<file path="src/core/scfad_pkg.sv">
// Package for the serial character-format block: offsets, fields, timing.
// Assumes a byte-wide register port with read data one cycle after the strobe.
package scfad_pkg;
	timeunit 1ns;
	timeprecision 1ps;
	// ==========================================================
	// Register offsets
	localparam logic [7:0] OFF_HOLDING  = 8'hf8;
	localparam logic [7:0] OFF_PRIO     = 8'hf9;
	localparam logic [7:0] OFF_FORMAT   = 8'hfa;
	localparam logic [7:0] OFF_COMPARE  = 8'hfb;
	localparam logic [7:0] OFF_STATUS   = 8'hfc;
	localparam logic [7:0] OFF_MODE     = 8'hfd;
	localparam logic [7:0] OFF_COUNT    = 8'hfe;
	// ==========================================================
	// Priority/control fields
	localparam int PRIO_ADDR_EN   = 7;
	localparam int PRIO_BREAK     = 6;
	localparam int PRIO_ADDR_SEND = 5;
	localparam int PRIO_RX_DMA    = 4;
	localparam int PRIO_TX_DMA    = 3;
	// ==========================================================
	// Format fields
	localparam int FMT_ADDR_SEL   = 7;
	localparam int FMT_PAR_TYPE   = 6;
	localparam int FMT_PAR_EN     = 5;
	localparam int FMT_NINTH_EN   = 4;
	localparam int FMT_STOP_LO    = 2;
	localparam int FMT_WORD_LO    = 0;
	// ==========================================================
	// Status fields
	localparam int ST_ADDR_PEND   = 4;
	localparam int ST_FRAME_ERR   = 6;
	localparam int ST_PAR_ERR     = 5;
	localparam int ST_DATA_PEND   = 2;
	localparam int ST_HOLD_EMPTY  = 1;
	localparam int ST_SHIFT_EMPTY = 0;
	// ==========================================================
	// Reset values
	localparam logic [7:0] RST_PRIO   = 8'h07;
	localparam logic [7:0] RST_FORMAT = 8'h03;
	localparam logic [7:0] RST_STATUS = 8'h03;
	// ==========================================================
	// Timing in half clock periods: per bit and 16X start offset; minimum data bits
	localparam logic [5:0] HALVES_16X = 6'h20;
	localparam logic [5:0] HALVES_1X  = 6'h02;
	localparam logic [4:0] HALF_16X   = 5'h08;
	localparam int MIN_WORD_DATA      = 5;
endpackage

</file>
<file path="src/core/scfad_core.sv">
// Character-format serial port: holding registers, framing, address filter,
// break, DMA enables and priority. Assumes synchronous inputs on clk.
//
// Decided for this implementation: the plain strobed port.
module scfad_core (
	input  wire logic       clk,
	input  wire logic       reset,
	input  wire logic [7:0] addr,
	input  wire logic [7:0] wdata,
	input  wire logic       wr,
	input  wire logic       rd,
	output logic [7:0]      rdata,
	input  wire logic       rx_in,
	output logic            tx_out,
	output logic            rx_dma_req,
	output logic            tx_dma_req,
	output logic [1:0]      req_sel,
	output logic            req_valid,
	output logic [2:0]      req_level
);
	timeunit 1ns;
	timeprecision 1ps;
	typedef enum logic [4:0] {
		TX_IDLE  = 5'h01,
		TX_SEND  = 5'h02,
		TX_BRK   = 5'h04,
		TX_MARK  = 5'h08,
		TX_WAIT  = 5'h10
	} scfad_tx_e;
	typedef enum logic [2:0] {
		RX_IDLE  = 3'h1,
		RX_RECV  = 3'h2,
		RX_DONE  = 3'h4
	} scfad_rx_e;

	logic [7:0]  prio_ff, fmt_ff, cmp_ff, status_ff, rx_hold_ff, tx_hold_ff;
	logic        mode_1x_ff, tx_full_ff, tx_addr_ff, after_brk_ff, pass_ff;
	logic [7:0]  count_ff;
	scfad_tx_e   tx_st_ff;
	scfad_rx_e   rx_st_ff;
	logic [11:0] tx_sh_ff, rx_sh_ff;
	logic [3:0]  tx_bits_ff, rx_bits_ff;
	logic [5:0]  tx_half_ff, rx_half_ff;
	logic        brk_done_ff, rx_zero_ff;
	logic [3:0]  frame_len, data_len;
	logic [5:0]  bit_halves;
	logic [5:0]  stop_halves;
	logic [5:0]  stop_clks;
	logic        par_bit, tx_load;

	// ==========================================================
	// Format decode
	// word length
	assign data_len = 4'(scfad_pkg::MIN_WORD_DATA) + {2'b00, fmt_ff[1:0]};
	assign bit_halves = mode_1x_ff ? scfad_pkg::HALVES_1X : scfad_pkg::HALVES_16X;
	always_comb begin
		case (fmt_ff[3:2])
			2'b00:   stop_halves = 6'd2;
			2'b01:   stop_halves = mode_1x_ff ? 6'd4 : 6'd3;
			2'b10:   stop_halves = 6'd4;
			default: stop_halves = mode_1x_ff ? 6'd6 : 6'd5;
		endcase
	end
	// Stop time in whole clocks; 2.5 stops in 16X is 40 clocks, fits 6 bits
	assign stop_clks = mode_1x_ff ? {1'b0, stop_halves[5:1]} : {stop_halves[2:0], 3'b000};
	// Data, parity and ninth bit count after start
	assign frame_len = data_len + {3'b000, fmt_ff[scfad_pkg::FMT_PAR_EN]}
		+ {3'b000, fmt_ff[scfad_pkg::FMT_NINTH_EN]};
	// odd when type 0, even when 1; ninth bit excluded
	assign par_bit = ^(tx_hold_ff & (8'hff >> (4'd8 - data_len)))
		^ ~fmt_ff[scfad_pkg::FMT_PAR_TYPE];
	// load once shift register is free
	assign tx_load = tx_st_ff == TX_IDLE && tx_full_ff;

	// ==========================================================
	// Register writes
	always_ff @(posedge clk) begin
		if (reset) begin
			fmt_ff     <= scfad_pkg::RST_FORMAT;
			cmp_ff     <= 8'h00;
			mode_1x_ff <= 1'b0;
			count_ff   <= 8'h00;
		end else if (wr) begin
			if (addr == scfad_pkg::OFF_FORMAT)  fmt_ff     <= wdata;
			if (addr == scfad_pkg::OFF_COMPARE) cmp_ff     <= wdata;
			if (addr == scfad_pkg::OFF_MODE)    mode_1x_ff <= wdata[0];
			if (addr == scfad_pkg::OFF_COUNT)   count_ff   <= wdata;
		end else if ((rx_dma_req || tx_dma_req) && count_ff != 8'h00) begin
			count_ff <= count_ff - 8'h01;
		end
	end

	// Priority/control register with hardware clears
	always_ff @(posedge clk) begin
		if (reset) begin
			prio_ff <= scfad_pkg::RST_PRIO;
		end else begin
			if (wr && addr == scfad_pkg::OFF_PRIO) prio_ff <= wdata;
			if (tx_load) prio_ff[scfad_pkg::PRIO_ADDR_SEND] <= 1'b0;
			if (count_ff == 8'h01 && (rx_dma_req || tx_dma_req)) begin
				prio_ff[scfad_pkg::PRIO_RX_DMA] <= 1'b0;
				prio_ff[scfad_pkg::PRIO_TX_DMA] <= 1'b0;
			end
		end
	end

	// ==========================================================
	// Transmit holding
	always_ff @(posedge clk) begin
		if (reset) begin
			tx_hold_ff <= 8'h00;
			tx_full_ff <= 1'b0;
		end else if (wr && addr == scfad_pkg::OFF_HOLDING) begin
			tx_hold_ff <= wdata;
			tx_full_ff <= 1'b1;
		end else if (tx_load) begin
			tx_full_ff <= 1'b0;
		end
	end

	// ==========================================================
	// Transmitter
	always_ff @(posedge clk) begin
		if (reset) begin
			tx_st_ff    <= TX_IDLE;
			tx_sh_ff    <= 12'hfff;
			tx_bits_ff  <= 4'h0;
			tx_half_ff  <= 6'h00;
			tx_out      <= 1'b1;
			tx_addr_ff  <= 1'b0;
			brk_done_ff <= 1'b0;
		end else begin
			case (tx_st_ff)
				TX_IDLE: begin
					tx_out <= 1'b1;
					if (tx_full_ff) begin
						// frame assembly; upper bits forced to one by length
						tx_sh_ff   <= {4'hf, tx_hold_ff} & ~(12'hfff << data_len)
							| (12'hfff << data_len);
						if (fmt_ff[scfad_pkg::FMT_PAR_EN])
							tx_sh_ff[data_len] <= par_bit;
						tx_addr_ff <= prio_ff[scfad_pkg::PRIO_ADDR_SEND];
						tx_out     <= 1'b0;
						tx_bits_ff <= 4'h0;
						tx_half_ff <= 6'h00;
						tx_st_ff   <= TX_SEND;
					end else if (prio_ff[scfad_pkg::PRIO_BREAK]) begin
						// break only when both registers idle
						tx_out      <= 1'b0;
						tx_bits_ff  <= 4'h0;
						tx_half_ff  <= 6'h00;
						brk_done_ff <= 1'b0;
						tx_st_ff    <= TX_BRK;
					end
				end
				TX_SEND: begin
					tx_half_ff <= tx_half_ff + 6'd2;
					if (tx_half_ff + 6'd2 >= bit_halves && tx_bits_ff <= frame_len) begin
						tx_half_ff <= 6'h00;
						tx_bits_ff <= tx_bits_ff + 4'h1;
						// parity then ninth bit then stops
						if (fmt_ff[scfad_pkg::FMT_NINTH_EN] && tx_bits_ff == frame_len - 4'h1)
							tx_out <= tx_addr_ff;
						else if (tx_bits_ff == frame_len)
							tx_out <= 1'b1;
						else
							tx_out <= tx_sh_ff[tx_bits_ff];
					end else if (tx_bits_ff > frame_len) begin
						// stop counted in clocks; idle cycle starts the next word
						tx_half_ff <= tx_half_ff + 6'd1;
						if (tx_half_ff + 6'd2 >= stop_clks) tx_st_ff <= TX_IDLE;
					end
				end
				TX_BRK: begin
					// at least one whole word, then while bit set
					tx_half_ff <= tx_half_ff + 6'd2;
					if (tx_half_ff + 6'd2 >= bit_halves) begin
						tx_half_ff <= 6'h00;
						if (tx_bits_ff <= frame_len + 4'h1)
							tx_bits_ff <= tx_bits_ff + 4'h1;
						else
							brk_done_ff <= 1'b1;
					end
					if (brk_done_ff && !prio_ff[scfad_pkg::PRIO_BREAK]) begin
						tx_out     <= 1'b1;
						tx_half_ff <= 6'h00;
						tx_st_ff   <= TX_MARK;
					end
				end
				TX_MARK: begin
					tx_half_ff <= tx_half_ff + 6'd2;
					if (tx_half_ff + 6'd2 >= bit_halves) tx_st_ff <= TX_IDLE;
				end
				default: tx_st_ff <= TX_IDLE;
			endcase
		end
	end

	// ==========================================================
	// Receiver, sampled three quarters into each bit in 16X
	always_ff @(posedge clk) begin
		if (reset) begin
			rx_st_ff   <= RX_IDLE;
			rx_sh_ff   <= 12'h000;
			rx_bits_ff <= 4'h0;
			rx_half_ff <= 6'h00;
			rx_zero_ff <= 1'b0;
		end else begin
			case (rx_st_ff)
				RX_IDLE: if (!rx_in) begin
					rx_half_ff <= mode_1x_ff ? 6'h00 : {1'b0, scfad_pkg::HALF_16X};
					// In 1X the detecting sample already was the start bit
					rx_bits_ff <= mode_1x_ff ? 4'h1 : 4'h0;
					rx_zero_ff <= 1'b1;
					rx_st_ff   <= RX_RECV;
				end
				RX_RECV: begin
					rx_half_ff <= rx_half_ff + 6'd2;
					if (rx_half_ff + 6'd2 >= bit_halves) begin
						rx_half_ff <= 6'h00;
						rx_bits_ff <= rx_bits_ff + 4'h1;
						if (rx_bits_ff != 4'h0) rx_sh_ff[rx_bits_ff - 4'h1] <= rx_in;
						if (rx_in) rx_zero_ff <= 1'b0;
						if (rx_bits_ff == frame_len + 4'h1) rx_st_ff <= RX_DONE;
					end
				end
				RX_DONE: if (rx_in) rx_st_ff <= RX_IDLE;
				default: rx_st_ff <= RX_IDLE;
			endcase
		end
	end

	// ==========================================================
	// Receive word end: filtering and flags
	logic       rx_end, rx_ninth, rx_match, rx_is_addr, rx_par_ok, rx_brk;
	logic [7:0] rx_data;
	assign rx_end   = rx_st_ff == RX_RECV && rx_half_ff + 6'd2 >= bit_halves
		&& rx_bits_ff == frame_len + 4'h1;
	assign rx_brk   = rx_end && rx_zero_ff && !rx_in;
	// unused upper bits forced to one
	assign rx_data  = rx_sh_ff[7:0] | (8'hff << data_len);
	assign rx_ninth = fmt_ff[scfad_pkg::FMT_NINTH_EN] && rx_sh_ff[frame_len - 4'h1];
	assign rx_match = rx_data == cmp_ff;
	always_comb begin
		case ({prio_ff[scfad_pkg::PRIO_ADDR_EN], fmt_ff[scfad_pkg::FMT_ADDR_SEL]})
			2'b00:   rx_is_addr = rx_ninth;
			2'b01:   rx_is_addr = rx_match;
			2'b10:   rx_is_addr = rx_match && rx_ninth;
			default: rx_is_addr = rx_match && after_brk_ff;
		endcase
	end
	assign rx_par_ok = (^(rx_sh_ff[7:0] & ~(8'hff << data_len)) ^ rx_sh_ff[data_len]
		^ ~fmt_ff[scfad_pkg::FMT_PAR_TYPE]) == 1'b0;

	always_ff @(posedge clk) begin
		if (reset) begin
			status_ff    <= scfad_pkg::RST_STATUS;
			rx_hold_ff   <= 8'hff;
			pass_ff      <= 1'b1;
			after_brk_ff <= 1'b0;
		end else begin
			// Software clears; hardware sets below win
			if (wr && addr == scfad_pkg::OFF_STATUS) status_ff <= status_ff & wdata;
			if (rd && addr == scfad_pkg::OFF_HOLDING)
				status_ff[scfad_pkg::ST_DATA_PEND] <= 1'b0;
			if (rx_end) after_brk_ff <= rx_brk;
			if (rx_end && !rx_brk) begin
				status_ff[scfad_pkg::ST_FRAME_ERR] <= !rx_in;
				if (fmt_ff[scfad_pkg::FMT_PAR_EN] && !rx_par_ok)
					status_ff[scfad_pkg::ST_PAR_ERR] <= 1'b1;
				if (rx_is_addr) begin
					status_ff[scfad_pkg::ST_ADDR_PEND] <= 1'b1;
					pass_ff <= 1'b1;
				end else if (fmt_ff[scfad_pkg::FMT_NINTH_EN] && rx_ninth
						&& prio_ff[scfad_pkg::PRIO_ADDR_EN]) begin
					pass_ff <= 1'b0;
				end else if (pass_ff) begin
					rx_hold_ff <= rx_data;
					status_ff[scfad_pkg::ST_DATA_PEND] <= 1'b1;
				end
			end
			// empty flags track the holding register and the shift path
			status_ff[scfad_pkg::ST_HOLD_EMPTY]  <= !tx_full_ff || tx_load;
			status_ff[scfad_pkg::ST_SHIFT_EMPTY] <= tx_st_ff == TX_IDLE && !tx_full_ff;
		end
	end

	// ==========================================================
	// Requests and priority
	always_ff @(posedge clk) begin
		if (reset) begin
			rx_dma_req <= 1'b0;
			tx_dma_req <= 1'b0;
			req_sel    <= 2'b00;
			req_valid  <= 1'b0;
			req_level  <= 3'h7;
		end else begin
			rx_dma_req <= prio_ff[scfad_pkg::PRIO_RX_DMA] && status_ff[scfad_pkg::ST_DATA_PEND];
			tx_dma_req <= prio_ff[scfad_pkg::PRIO_TX_DMA] && status_ff[scfad_pkg::ST_HOLD_EMPTY];
			req_level  <= prio_ff[2:0];
			req_valid  <= prio_ff[2:0] != 3'h7 && (status_ff[scfad_pkg::ST_DATA_PEND]
				|| status_ff[scfad_pkg::ST_HOLD_EMPTY] || status_ff[scfad_pkg::ST_ADDR_PEND]);
			if (prio_ff[scfad_pkg::PRIO_RX_DMA] && status_ff[scfad_pkg::ST_DATA_PEND])
				req_sel <= 2'b00;
			else if (prio_ff[scfad_pkg::PRIO_TX_DMA] && status_ff[scfad_pkg::ST_HOLD_EMPTY])
				req_sel <= 2'b01;
			else if (status_ff[scfad_pkg::ST_DATA_PEND] || status_ff[scfad_pkg::ST_ADDR_PEND])
				req_sel <= 2'b10;
			else
				req_sel <= 2'b11;
		end
	end

	// ==========================================================
	// Read data, one cycle after strobe
	always_ff @(posedge clk) begin
		if (reset) begin
			rdata <= 8'h00;
		end else if (rd) begin
			case (addr)
				scfad_pkg::OFF_HOLDING: rdata <= rx_hold_ff;
				scfad_pkg::OFF_PRIO:    rdata <= prio_ff;
				scfad_pkg::OFF_FORMAT:  rdata <= fmt_ff;
				scfad_pkg::OFF_COMPARE: rdata <= cmp_ff;
				scfad_pkg::OFF_STATUS:  rdata <= status_ff;
				scfad_pkg::OFF_MODE:    rdata <= {7'h00, mode_1x_ff};
				scfad_pkg::OFF_COUNT:   rdata <= count_ff;
				default:                rdata <= 8'h00;
			endcase
		end else begin
			rdata <= 8'h00;
		end
	end
endmodule

</file>
<file path="config.mk">
export PLATFORM = sky130hd
export DESIGN_NAME = scfad_core
export DESIGN_NICKNAME = d
export VERILOG_FILES = /design/src/core/scfad_pkg.sv /design/src/core/scfad_core.sv
export SDC_FILE = /design/constraint.sdc
export NUM_CORES = 1
export LEC_CHECK = 0
export BUFFER_PORTS_ARGS = -buffer_cell sky130_fd_sc_hd__buf_2
export CAP_MARGIN = 10
export CORE_MARGIN = 4
export CORE_UTILIZATION = 23
export DETAILED_ROUTE_END_ITERATION = 10
export GPL_TIMING_DRIVEN = 1
export PLACE_DENSITY = 0.44
export RECOVER_POWER = 50
export SLEW_MARGIN = 20
export SYNTH_ARGS = -nofsm -noshare
export SYNTH_HDL_FRONTEND = slang
export SYNTH_SLANG_ARGS = --single-unit
</file>
<file path="constraint.sdc">
create_clock -name clk -period 10.9 [get_ports clk]
set_input_delay 0.545 -clock clk [delete_from_list [all_inputs] [get_ports clk]]
set_output_delay 0.545 -clock clk [all_outputs]
set_load 0.01 [all_outputs]
</file>
==> results.tsv, run 1 <==
stage	metric	value	unit
pwr	p_per_area	131.3	nW/um2
synthesis	syn_area	7566	um2
synthesis	syn_nets	934	
synthesis	synth_top_family_by_area	simple AND/OR/NAND/NOR gates	
placement	portBuffers	37	
pwr	power.switching	265.2	uW
sta	clock.fmax	212.0	MHz
pwr	p_leak	3.155	nW
synthesis	yosys.area_share.simple	20.36	%
route	first_pass_iters	4	
floorplan	chipHeight	189.4	um
sta	period_share	43.28	%
grt	grt_overflow_total	0	
pwr	ir_drop	0.1098	mV
sta	tightestPinTransition	2.758	ns
worst_setup_path	end_kind	register	
synthesis	netlist_instances	873	
status	status	finished with violations	
synthesis	yosysTopAreaCell	dfxtp_1	
worst_hold_path	min_path_cells	1	
synthesis	dominantRegCellSynth	dfxtp_1	
synthesis	synth.distinct_cells	79	
route	routed_wl	22570	um
synthesis	synthTopCellsByArea	dfxtp_1 34%, mux2i_1 8.2%, ha_1 6.3%	
grt	grt_max_degree	58	
worst_setup_path	critical_path.startpoint_type	primary input	
synthesis	ys_seq_area_share	34.40	%
pwr	power_frac_clock	54.1	%
synthesis	synth_fa_ha_area_share	6.962	%
layout	fin_nets	947	
clock_network	ctsHtreeMaxLevel	4	
clock_network	clk_pin_slew	0.07	ns
layout	fillers	3470	
pwr	swShare	23.16	%
sta	slew_viol_final	115	
placement	gp_congestion	0.7753	
pwr	p_int	879.8	uW
floorplan	coreArea	32450	um2
synthesis	synth-seq-cells	130	
clock_network	cts-hold-fix-buffers	0	
clock_network	cts_tree	yes	
floorplan	dieArea	35860	um2
worst_hold_path	min_to	status_ff[7]	
pwr	power	1.145	mW
sta	hold_viol_final	0	
worst_setup_path	rr_startpoint	fmt_ff[5]	
synthesis	synth_async_sr_flop_share	0	%
synthesis	synth_top_area_share	34.40	%
route	antenna_left	0	
grt	grt_pass1_vias	6122	
floorplan	start_util	23.31	%
clock_network	clockRootBuffer	clkbuf_16	
worst_hold_path	hold_class	reg -> reg	
clock_network	clock_latency	0.43	ns
synthesis	synth_xor_area_share	5.127	%
synthesis	muxShareOfSynthArea	12.22	%
status	violations	capacitance limit, slew limit	
synthesis	yosysWarnings	0	
synthesis	syn_area_per_cell	8.667	um2
sta	setup_viol	0	
sta	finalClockSkew	0.01185	ns
floorplan	fp.dieW	189.4	um
grt	grt_first_pass_wirelength	35910	um
route	vias	6328	
worst_setup_path	crit_arrival	5.02	ns
worst_setup_path	worst-endpoint-required	11.20	ns
synthesis	synth_compound_area_share	16.64	%
clock_network	cts_inserted_buffers	17	
floorplan	num_rows	66	
sta	relSlewSlack	-83.90	%
grt	antenna_found_initial	0	
route	wl_per_cell	16.84	um
sta	rsz0062_at_grt	false	
layout	drive_gt1_share	9.800	%
pwr	p_comb_share	4.0	%
worst_setup_path	worst_r2r_path_depth	13	
clock_network	clock-sinks	130	
layout	diodes	0	
worst_setup_path	path_max_fanout	57	
route	vias_per_cell	4.722	
layout	final_cell_mix	130 x dfxtp_1, 107 x nor2_1, 73 x nand2_1	
floorplan	io_pins	38	
pwr	seqPwrFrac	41.9	%
worst_setup_path	r2r_end	tx_bits_ff[3]	
route	drc_errors	0	
worst_setup_path	critical_path_class	in -> reg	
sta	setup_tns	0	ns
layout	area_growth	15.30	%
placement	dp_hpwl	16060	um
synthesis	synth_edf_count	0	
grt	grt.total_usage	12.67	%
worst_setup_path	r2r_slack	6.78	ns
clock_network	postCtsSetupBuffers	0	
clock_network	cts_resized	0	
clock_network	clockBufferDepth	2	
route	initialDrtViolationCount	332	
layout	final_common_cell	dfxtp_1	
job	drv_cap	2	
worst_hold_path	hold_start	status_ff[7]	
sta	period_needed	4.717	ns
cells in the mapped netlist (3+ instances only):
master / count
and3_1: 8
o31ai_1: 3
clkbuf_1: 27
a31oi_1: 12
and2_1: 4
o211a_1: 3
o22ai_1: 4
o32ai_1: 4
a22oi_1: 13
or2_2: 6
buf_2: 14
nor4_1: 4
o21ai_0: 38
mux4_2: 13
a21oi_1: 45
xor2_1: 13
o21a_1: 8
a311oi_1: 5
a211oi_1: 13
nand3b_1: 4
nor3_1: 29
nand2b_1: 15
or3_1: 4
mux2i_1: 62
nor2b_1: 11
nand4_1: 5
dfxtp_1: 130
ha_1: 38
nand3_1: 33
nor2_1: 107
o211ai_1: 7
inv_1: 35
xnor2_1: 23
buf_1: 3
nand2_1: 73
critical path, cell delays in order:
cell and delay (ns):
clkbuf_1 1.91, clkbuf_1 1.95, a31oi_1 0.06, nand3_1 0.38, nor2_1 0.10
per-layer routing:
metal | global-route usage [%] | share of wire [%] | vias to the layer above
li1 | - | - | 3140
met1 | 17.96 | 50 | 3078
met2 | 19.77 | 45 | 97
met3 | 2.415 | 3.4 | 13
met4 | 3.367 | 1.2 | 0
met5 | 0 | 0 | -
through the flow:
step                area [um2]  std cells  hold WS, ns  utilization, %  setup WS, ns
global route              8723       1340       0.4761           26.88         5.727
floorplan                 7566        873       0.4279               -         7.300
global placement          8128       1309       0.4359           25.04         7.014
detailed placement        8128       1309       0.4450           25.04         6.872
finish                    8723       1340       0.4548           26.88         6.183
CTS                       8752       1340       0.4552           26.97         6.861
cell type report:
class,count,area [um2],area share (%)
clock inverters,12,181.4,2.080
repair buffers,39,173.9,1.994
flip-flops and latches,130,2603,29.83
inverters,35,131.4,1.506
well taps,442,553.0,6.340
clock buffers,19,442.9,5.077
multi-input cells,663,4638,53.17
power groups by stage:
stage	combinational [mW]	sequential [mW]	clock, mW
floorplan	0.0289	0.490	0
global placement	0.0460	0.490	0
detailed placement	0.0462	0.490	0
CTS	0.0463	0.480	0.634
global route	0.0501	0.480	0.654
finish	0.0457	0.480	0.620
logic make-up after synthesis:
family / Yosys count
AOI/OAI and AO/OA: 188
xor gates and xnor gates: 39
adders and majority gates: 41
buffers and inverters: 80
DFF: 130
muxes: 76
and+or+nand+nor: 319
how the worst max path moves through the flow:
stage	from	end	slack, ns	cells past startpoint
floorplan	fmt_ff[5]	tx_bits_ff[3]	7.30	16
global placement	fmt_ff[5]	tx_bits_ff[3]	7.01	13
finish	reset	rdata[5]	6.18	5
global route	reset	rdata[1]	5.73	5
detailed placement	fmt_ff[5]	tx_bits_ff[3]	6.87	13
CTS	fmt_ff[5]	tx_bits_ff[3]	6.86	13
registers in the layout, indices dropped and copies added (netlist names), 5 cells and up:
register / count
tx_half_ff: 6
rx_sh_ff: 12
fmt_ff: 8
prio_ff: 8
rx_hold_ff: 8
rdata: 8
count_ff: 8
cmp_ff: 8
status_ff: 8
rx_half_ff: 5
tx_sh_ff: 12
tx_hold_ff: 8
No activity file was read; power rests on OpenSTA's default activity.
==> run 2, diff against run 1 <==
clock period = 4.55 ns   (was 10.9 ns; I/O delays follow)
==> run 2 against run 1 <==
Compared with the run above:
- the run still ends with capacitance limit, slew limit left
- first-iteration DRC count grew 18%
- count of clock-buffer cells in the layout shrank 1
- clock skew grew 0.0032 ns
- non-clock buffer count is the same
- routed wire length shrank 0.86%
- critical path depth grew 8
- sequential power grew 140%
- worst hold slack lost 0.26 ns
- die area is the same
- final cell count is essentially flat
- via count shrank 0.13%
- combinational power grew 140%
- critical path type is now reg -> reg
- largest cell class unchanged
- largest power group unchanged
- highest routed layer unchanged
==> results.tsv, run 2 (synthesis results as in run 1) <==
stage	metric	value	unit
status	status	finished with violations	
status	violations	capacitance limit, slew limit	
sta	setup_slack	0.5274	ns
route	vias	6320	
route	initialDrtViolationCount	393	
sta	tightestPinTransition	2.650	ns
sta	hold-worst-slack	0.1969	ns
sta	setup_tns	0	ns
route	routed_wl	22370	um
layout	final_common_cell	dfxtp_1	
clock_network	clockRootBuffer	clkbuf_16	
worst_setup_path	worst-endpoint-required	4.87	ns
route	wl_per_cell	16.68	um
sta	setup_viol	0	
floorplan	num_rows	66	
layout	reg.largest.list	rx_sh_ff: 12 flops, tx_sh_ff: 12 flops	
floorplan	dieArea	35860	um2
placement	placed_cells	1309	
floorplan	chipHeight	189.4	um
pwr	ir_drop	0.2624	mV
placement	post-place-ws	0.5363	ns
clock_network	clk_pin_slew	0.07	ns
clock_network	cts_inserted_buffers	17	
grt	grt_max_degree	58	
worst_setup_path	crit_arrival	4.34	ns
route	first_pass_iters	5	
sta	relSlewSlack	-76.65	%
sta	hold_viol_final	0	
placement	placed_area	8128	um2
sta	period_share	88.41	%
clock_network	cts_resized	0	
route	drc_errors	0	
route	vias_per_cell	4.713	
floorplan	coreArea	32450	um2
worst_setup_path	end_kind	register	
layout	fillers	3509	
sta	clock.fmax	248.6	MHz
placement	gp_congestion	0.7754	
grt	grt_overflow_total	0	
grt	grt.total_usage	12.45	%
worst_hold_path	hold_class	in -> reg	
clock_network	ctsHtreeMaxLevel	4	
clock_network	clock-sinks	130	
layout	diodes	0	
job	drv_cap	1	
clock_network	cts_tree	yes	
sta	finalClockSkew	0.01507	ns
clock_network	clock_latency	0.43	ns
grt	grt_first_pass_wirelength	35280	um
placement	dp_hpwl	16020	um
pwr	p_per_area	297.2	nW/um2
sta	period_needed	4.023	ns
layout	fin_cells	1341	
floorplan	fp.dieW	189.4	um
layout	drive_gt1_share	9.789	%
sta	rsz0062_at_grt	false	
pwr	p_leak	3.138	nW
clock_network	cts-hold-fix-buffers	0	
floorplan	start_util	23.31	%
floorplan	io_pins	38	
route	antenna_left	0	
layout	final_cell_mix	130 x dfxtp_1, 108 x nor2_1, 73 x nand2_1	
layout	fin_nets	947	
sta	slew_viol_final	57	
grt	antenna_found_initial	0	
worst_setup_path	critical_path_class	reg -> reg	
layout	area_growth	14.32	%
worst_setup_path	path_max_fanout	8	
layout	final_area	8650	um2
worst_setup_path	critical_path.startpoint_type	register	
clock_network	postCtsSetupBuffers	0	
clock_network	clockBufferDepth	2	
grt	grt_pass1_vias	6057	
placement	portBuffers	37	
==> run 2: cell count changes in the layout (fill, tap and decap cells not counted), moves of 2 or more <==
cell        previous run  this run
bufinv_16              4         0
clkinv_4               1         3
clkinvlp_4             4         1
inv_6                  2         6
inv_8                  0         2
==> run 2: critical path, stage by stage, from the launching register on <==
cell and delay, ns:
dfxtp_1 0.46, inv_1 0.14, fa_1 0.39, fa_1 0.69
inv_1 0.08, ha_1 0.47, inv_1 0.08, ha_1 0.30
nand2b_1 0.08, a21oi_1 0.05, o21ai_0 0.29, o21ai_0 0.21
or4_1 0.53, a31oi_1 0.13
==> run 2: power breakdown <==
group	switching [mW]	internal, mW	total [mW]	leakage, nW
Combinational	0.0768	0.0323	0.109	1.81
Clock	0.584	0.729	1.31	0.276
Sequential	0.00573	1.14	1.15	1.05
Total	0.667	1.90	2.57	3.14
==> run 2: layer usage <==
layer	global-route usage, %	part of all wire (%)
met1	17.33	49
met2	19.48	46
met3	2.415	3.4
met4	3.951	1.8
met5	0	0
==> run 2: stage by stage <==
step,utilization [%],power [mW]
after floorplan,-,1.243
after global placement,25.04,1.284
after detailed placement,25.04,1.285
after CTS,26.76,2.611
after global routing,26.65,2.667
final,26.65,2.571
==> run 2: area by class of cell <==
type / instances / area (um2) / share of cell area (%)
Multi-Input combinational cell: 663 / 4631 / 53.54
Sequential cell: 130 / 2603 / 30.09
Tap cell: 442 / 553.0 / 6.394
Clock buffer: 18 / 439.2 / 5.077
Timing Repair Buffer: 39 / 173.9 / 2.011
Inverter: 35 / 131.4 / 1.519
Clock inverter: 14 / 118.9 / 1.374
==> run 2: final timing paths <==
| path | start | end | slack, ns | cells past startpoint |
|---|---|---|---|---|
| setup / recovery | fmt_ff[5] | tx_bits_ff[3] | 0.53 | 13 |
| hold / removal | wdata[0] | count_ff[0] | 0.20 | 3 |
| setup reg to reg | fmt_ff[5] | tx_bits_ff[3] | 0.53 | 13 |
| hold reg to reg | status_ff[7] | status_ff[7] | 0.45 | 1 |
